### src/hw/lcg_pkg.sv
// package for the logic cell input gating block: register map, field layout,
// reset values and the carrier types shared by the top module and its gate.
// assumes a 32-bit apb slave port with word-aligned registers.
package lcg_pkg;

	// apb address and data widths
	localparam int LCG_ADDR_W = 12;
	localparam int LCG_DATA_W = 32;

	// register byte offsets
	localparam logic [11:0] LCG_OFS_DATA_THREE_SEL = 12'h0000;
	localparam logic [11:0] LCG_OFS_DATA_FOUR_SEL = 12'h0004;
	localparam logic [11:0] LCG_OFS_GATE_ZERO_EN = 12'h0008;

	// source code field: bits 5..0, bits 7..6 unimplemented
	localparam int LCG_SRC_LSB = 0;
	localparam int LCG_SRC_W = 6;
	localparam int LCG_SRC_COUNT = 64;

	// gate zero enable bit positions
	localparam int LCG_G0_IN4_TRUE_BIT = 7;
	localparam int LCG_G0_IN4_INV_BIT = 6;
	localparam int LCG_G0_IN3_TRUE_BIT = 5;
	localparam int LCG_G0_IN3_INV_BIT = 4;
	localparam int LCG_GATE_W = 8;

	// read data driven while reset is held, and read data of unmapped words
	localparam logic [31:0] LCG_PRDATA_RST = 32'h0000_0000;
	localparam logic [31:0] LCG_UNMAPPED_RD = 32'h0000_0000;

	// gate zero enables as software writes them
	typedef struct packed {
		logic g0_in4_true_enable;
		logic g0_in4_inverted_enable;
		logic g0_in3_true_enable;
		logic g0_in3_inverted_enable;
		logic [3:0] low_data_enables;
	} lcg_gate_en_type;

	// data lines and gate result handed to the rest of the cell
	typedef struct packed {
		logic cell_data_line_three;
		logic cell_data_line_four;
		logic gate_zero;
	} lcg_cell_out_type;

	localparam lcg_cell_out_type LCG_CELL_OUT_RST = '{default: 1'b0};

endpackage

### src/hw/lcg_gate_zero.sv
// gate zero data term combiner for the logic cell.
// assumes the selected data lines and enables are stable within the cycle.
`timescale 1ns/1ps
`default_nettype none

module lcg_gate_zero
	import lcg_pkg::*;
(
	// selected data lines
	input wire logic line_three,
	input wire logic line_four,
	// software gating enables
	input wire lcg_gate_en_type gate_en,
	// combined result
	output logic gate_zero
);

	// or of every enabled true or inverted term; a cleared enable drops its term
	always_comb begin
		gate_zero = (gate_en.g0_in4_true_enable & line_four)
			| (gate_en.g0_in4_inverted_enable & ~line_four)
			| (gate_en.g0_in3_true_enable & line_three)
			| (gate_en.g0_in3_inverted_enable & ~line_three);
	end

endmodule

`default_nettype wire

### src/hw/lcg_input_gating.sv
// top of the logic cell input gating block: apb register file, data three and
// four source selection, and the registered gate zero result.
// assumes an apb master on pclk and a 64-wide source vector synchronous to pclk.
`timescale 1ns/1ps
`default_nettype none

module lcg_input_gating
	import lcg_pkg::*;
(
	// clock and reset
	input wire logic pclk,
	input wire logic presetn,
	// apb slave
	input wire logic psel,
	input wire logic penable,
	input wire logic pwrite,
	input wire logic [lcg_pkg::LCG_ADDR_W-1:0] paddr,
	input wire logic [lcg_pkg::LCG_DATA_W-1:0] pwdata,
	input wire logic [3:0] pstrb,
	output logic pready,
	output logic [lcg_pkg::LCG_DATA_W-1:0] prdata,
	output logic pslverr,
	// candidate sources for the data lines
	input wire logic [lcg_pkg::LCG_SRC_COUNT-1:0] source_bus,
	// lines and gate result toward the logic function core
	output lcg_pkg::lcg_cell_out_type cell_out
);
	import lcg_pkg::*;

	// register decode, used for both read mux and write enables
	typedef enum {
		LCG_REG_THREE,
		LCG_REG_FOUR,
		LCG_REG_GATE,
		LCG_REG_NONE
	} lcg_reg_sel_type;

	function automatic lcg_reg_sel_type lcg_decode(input logic [LCG_ADDR_W-1:0] addr);
		unique case (addr)
			LCG_OFS_DATA_THREE_SEL: lcg_decode = LCG_REG_THREE;
			LCG_OFS_DATA_FOUR_SEL: lcg_decode = LCG_REG_FOUR;
			LCG_OFS_GATE_ZERO_EN: lcg_decode = LCG_REG_GATE;
			default: lcg_decode = LCG_REG_NONE;
		endcase
	endfunction

	// pick one source by its code; same path for line three and line four
	function automatic logic lcg_pick(input logic [LCG_SRC_COUNT-1:0] src,
		input logic [LCG_SRC_W-1:0] code);
		lcg_pick = src[code];
	endfunction

	// configuration registers; no reset on purpose, see below
	logic [LCG_SRC_W-1:0] three_code_q, three_code_d; // third_input_source_code
	logic [LCG_SRC_W-1:0] four_code_q, four_code_d; // fourth_input_source_code
	lcg_gate_en_type gate_en_q, gate_en_d; // gate_zero_input_enable

	// apb answer registers
	logic pready_q, pready_d;
	logic [LCG_DATA_W-1:0] prdata_q, prdata_d;
	logic pslverr_q, pslverr_d;

	// output registers
	lcg_cell_out_type cell_q, cell_d;

	// bus decode terms
	lcg_reg_sel_type setup_sel; // register addressed in this cycle
	logic setup_phase; // first cycle of a transfer
	logic access_done; // edge at which the transfer completes
	logic wr_done; // write takes effect at this edge
	logic gate_now; // combinational gate zero result
	logic line_three_now; // selected data line three
	logic line_four_now; // selected data line four

	assign setup_sel = lcg_decode(paddr);
	assign setup_phase = psel & ~penable;
	// zero wait: pready is raised for the first access cycle only
	assign access_done = psel & penable & pready_q;
	assign wr_done = access_done & pwrite & pstrb[0];

	// apb answer: ready, read data and error are all prepared in the setup
	// cycle so that they come straight from flip-flops in the access cycle
	always_comb begin
		pready_d = setup_phase;
		prdata_d = LCG_PRDATA_RST;
		pslverr_d = 1'b0;
		if (setup_phase) begin
			unique case (setup_sel)
				LCG_REG_THREE: begin
					// upper bits are not stored, so they read zero
					prdata_d[LCG_SRC_LSB +: LCG_SRC_W] = three_code_q;
				end
				LCG_REG_FOUR: begin
					prdata_d[LCG_SRC_LSB +: LCG_SRC_W] = four_code_q;
				end
				LCG_REG_GATE: begin
					prdata_d[LCG_GATE_W-1:0] = gate_en_q;
				end
				LCG_REG_NONE: begin
					// unmapped: error answer, reads zero, writes dropped
					prdata_d = LCG_UNMAPPED_RD;
					pslverr_d = 1'b1;
				end
			endcase
			// write data is not returned on a write
			if (pwrite) begin
				prdata_d = LCG_PRDATA_RST;
			end
		end
	end

	always_ff @(posedge pclk or negedge presetn) begin
		if (!presetn) begin
			pready_q <= 1'b0;
			prdata_q <= LCG_PRDATA_RST;
			pslverr_q <= 1'b0;
		end else begin
			pready_q <= pready_d;
			prdata_q <= prdata_d;
			pslverr_q <= pslverr_d;
		end
	end

	// configuration writes; only byte lane 0 holds implemented bits
	always_comb begin
		three_code_d = three_code_q;
		four_code_d = four_code_q;
		gate_en_d = gate_en_q;
		if (wr_done) begin
			unique case (setup_sel)
				LCG_REG_THREE: begin
					three_code_d = pwdata[LCG_SRC_LSB +: LCG_SRC_W];
				end
				LCG_REG_FOUR: begin
					four_code_d = pwdata[LCG_SRC_LSB +: LCG_SRC_W];
				end
				LCG_REG_GATE: begin
					// all eight enables are kept; only bits 7..4 reach the gate here
					gate_en_d = pwdata[LCG_GATE_W-1:0];
				end
				LCG_REG_NONE: begin
					// nothing stored
				end
			endcase
		end
	end

	// deliberately outside presetn: the settings come up unknown at power-up
	// and survive every other reset, so software must program them once
	always_ff @(posedge pclk) begin
		three_code_q <= three_code_d;
		four_code_q <= four_code_d;
		gate_en_q <= gate_en_d;
	end

	// source selection; one shared function keeps both paths identical
	// a 6-bit code covers all 64 sources, so no code can fall out of range
	assign line_three_now = lcg_pick(source_bus, three_code_q);
	assign line_four_now = lcg_pick(source_bus, four_code_q);

	// gate zero term combiner
	lcg_gate_zero u_gate_zero (
		.line_three(line_three_now),
		.line_four(line_four_now),
		.gate_en(gate_en_q),
		.gate_zero(gate_now)
	);

	// lines and gate are registered together so they stay aligned in time;
	// costs one cycle of latency from source to core
	always_comb begin
		cell_d.cell_data_line_three = line_three_now;
		cell_d.cell_data_line_four = line_four_now;
		cell_d.gate_zero = gate_now;
	end

	always_ff @(posedge pclk or negedge presetn) begin
		if (!presetn) begin
			cell_q <= LCG_CELL_OUT_RST;
		end else begin
			cell_q <= cell_d;
		end
	end

	// ports straight from flip-flops
	assign pready = pready_q;
	assign prdata = prdata_q;
	assign pslverr = pslverr_q;
	assign cell_out = cell_q;
endmodule

`default_nettype wire

### config.mk
export PLATFORM = sky130hd
export DESIGN_NAME = lcg_input_gating
export DESIGN_NICKNAME = d
export VERILOG_FILES = /design/src/hw/lcg_pkg.sv /design/src/hw/lcg_gate_zero.sv /design/src/hw/lcg_input_gating.sv
export SDC_FILE = /design/constraint.sdc
export NUM_CORES = 1
export LEC_CHECK = 0
export ABC_AREA = 1
export BUFFER_PORTS_ARGS = -buffer_cell sky130_fd_sc_hd__buf_2
export CORE_UTILIZATION = 49
export DETAILED_ROUTE_END_ITERATION = 8
export GPL_TIMING_DRIVEN = 0
export PLACE_DENSITY = 0.9
export SETUP_SLACK_MARGIN = 0.3
export SLEW_MARGIN = 5
export SYNTH_ARGS = -nofsm -noshare
export SYNTH_HDL_FRONTEND = slang
export SYNTH_SLANG_ARGS = --single-unit
### constraint.sdc
create_clock -name pclk -period 2.5 [get_ports pclk]
set_input_delay 0.5 -clock pclk [delete_from_list [all_inputs] [get_ports pclk]]
set_output_delay 0.5 -clock pclk [all_outputs]
set_load 0.02 [all_outputs]
==> results.yml <==
finish:
  nNetsFinal: 671
  instances_no_fill: 627
  fillers: 518
  seq_area_um2: 926
  antenna_cells: 0
  multi_input_area_um2: 1500
  drive_gt1_frac: 0.299
  area_growth_pct: 27.5
timing:
  final_hold_viol_count: 0
  skew_ps: 4.41
  period_share: 0.730
  rsz0062_at_grt: "no"
  worst_slack_ps: 674
  fmax_mhz: 548
  fin_hold_ws_ps: 76.0
  finalMaxSlewViolations: 0
  worst_slew_pin_slew_ps: 598
  setup_viol: 0
  slew-limit-headroom: 0.600
  fin_crit_ps: 1830
  fin_setup_tns_ps: 0
global_route:
  overflow: 0
  grt_start_max_net_pins: 14
  grt_antenna_before_repair: 0
  grt_util_met1: 0.382
  use_met3: 0.0494
  grt_pass1_vias: 3007
  grt_pass1_wl_um: 14000
  grt.total_usage: 0.297
  grt_busiest_layer: "met2"
  met2_usage: 0.503
clock_network:
  clkTransAtPathRegs_ps: 70
  cts_num_sinks: 33
  htree_num_levels: 2
  insertion_delay_ps: 290
  tritoncts: "built"
  root_buffer: "clkbuf_8"
  post_cts_resized: 0
  numCtsBuffers: 5
  clk_path_buf_depth: 2
  postCtsHoldBufs: 0
  postCtsSetupRepairBufs: 0
floorplanning:
  initial_core_util: 0.510
  dieWidth_um: 77.7
  rows: 27
  die_h_um: 77.7
  core_um2: 5510
  num_io_pins: 154
  dieArea_um2: 6040
critical_path:
  crit_fanout: 9
  crit_required_ps: 2680
  crit_path_end_kind: "flip-flop"
  startpoint_type: "flip-flop"
  arrival_ps: 2010
  worstSetupPathType: "flip-flop to flip-flop"
power_and_ir_drop:
  peakVddDrop_mv: 0.448
  p_leak_nw: 1.92
  power_frac_seq: 0.491
  power_frac_clock: 0.325
  p_int_mw: 0.874
  combPwrFrac: 0.183
  design_power_total_mw: 1.18
  cellPowerDensity_nw_per_um2: 331
  swShare: 0.261
  switchingPower_mw: 0.309
synthesis:
  synth_area_leaders: "nand2_1, edfxtp_1, nand3_1, dfrtp_1, buf_4"
  synthTopCellsByCount: "nand2_1, nand3_1, buf_4"
  synth.most_common_cell: "nand2_1"
  syn_inst: 422
  synth_cell_types: 23
  yosysWarningCount: 0
  synthAdderAreaFrac: 0
  synth_seq_cells: 33
  synth_compound_area_frac: 0.0334
  synth_mux_area_frac: 0
  synthFlopType: "edfxtp_1"
  yosysSeqAreaShare: 0.330
  syn_avg_cell_area_um2: 6.65
  syn_area_um2: 2810
  synth_top_area_share: 0.233
  yosys.area_share.simple: 0.470
  async_flop_share: 0.394
  synth_top_cell_by_area: "nand2_1"
  synth_edf_count: 20
  synth_top_family_by_area: "simple AND/OR/NAND/NOR gates"
  synthXorXnorAreaFrac: 0
drt:
  routed-via-count: 3311
  drt-vias-per-instance: 5.28
  drtPass1Iterations: 5
  wire_per_inst_um: 13.9
  antenna_left: 0
  drc: 0
  drt-total-wl_um: 8710
  initialDrtViolationCount: 357
placement:
  dp_cells: 619
  pre_cts_ws_ps: 510
  port_buffers: 102
  place.gp.congestion: 0.935
  hpwl_um: 6620
status:
  status: "complete, no violations"
hold_path:
  min_path_type: "primary input to async pin"
flow_run:
  max_cap_viol_count: 0
## cells by family (layout without fill, tap and decap cells)
kind of cell | count (synthesis) | after routing
flip-flops | 33 | 33
buffers and inverters | 68 | 178
AO/OA/AOI/OAI | 14 | 14
other | 1 | 24
AND/OR/NAND/NOR | 306 | 306
## worst max-delay path: stages (launching register included)
cell and delay, ps:
edfxtp_1 310, buf_2 250, clkinv_1 380, nand3_1 200, nand2_1 110, nand2_1 70
nand3_1 100, nand3_2 100, nand3_1 80, nand2_1 70, nand2_1 50
## power by group through the flow
stage | clock (mW) | sequential, mW | combinational, mW
floorplan | 0 | 0.596 | 0.108
global placement | 0 | 0.593 | 0.210
detailed placement | 0 | 0.593 | 0.213
CTS | 0.393 | 0.582 | 0.214
global route | 0.414 | 0.581 | 0.238
finish | 0.385 | 0.582 | 0.217
## placed cells by master (no fill, tap or decap), types with 2 or more instances in the layout
master / instances
edfxtp_1: 20
nand2_1: 174
o211ai_1: 2
buf_4: 33
clkinv_1: 2
dfrtp_1: 13
nand2_2: 2
buf_2: 106
nor3_1: 3
a21oi_1: 7
conb_1: 24
nand3b_1: 2
clkinv_2: 2
inv_1: 15
a221oi_1: 5
buf_6: 9
inv_4: 4
clkbuf_8: 5
nor2_1: 11
nand3_1: 110
nand3_2: 2
## area by class of cell
class | count | share of cell area
Timing Repair Buffer | 102 | 0.143
Inverter | 22 | 0.0266
Tap cell | 72 | 0.0252
Buffer | 46 | 0.103
Clock buffer | 5 | 0.0192
Sequential cell | 33 | 0.259
Multi-Input combinational cell | 344 | 0.420
Clock inverter | 3 | 0.00454
## per-stage QoR
| stage | area (um^2) | util |
|---|---|---|
| 2_1_floorplan | 2890 | - |
| 3_3_place_gp | 3490 | 0.635 |
| 3_5_place_dp | 3490 | 0.635 |
| 4_1_cts | 3580 | 0.650 |
| 5_1_grt | 3580 | 0.650 |
| 6_report | 3580 | 0.650 |
## layer usage
layer  wire length (um)  vias to the layer above
met5                  0                        -
met4                187                        0
met3                913                       22
met2               4270                      223
met1               3340                     1461
li1                   -                     1605
## state kept, by name, summed over array words and instances, names as in the netlist
register      count
four_code_q       6
pready            1
gate_en_q         8
three_code_q      6
cell_out          3
prdata            8
pslverr           1
## final timing paths
check / startpoint / to / slack, ps / cells after the start
worst min register to register: gate_en_q[2] / prdata[2] / 560 / 2
worst max register to register: three_code_q[2] / cell_out[0] / 670 / 10
max in group asynchronous: presetn / prdata[0] / 2210 / 1
worst max-delay path: three_code_q[2] / cell_out[0] / 670 / 10
min in group pclk: pwdata[7] / gate_en_q[7] / 390 / 1
worst min-delay path: presetn / prdata[4] / 80 / 1
(Power assumes the default switching activity.)
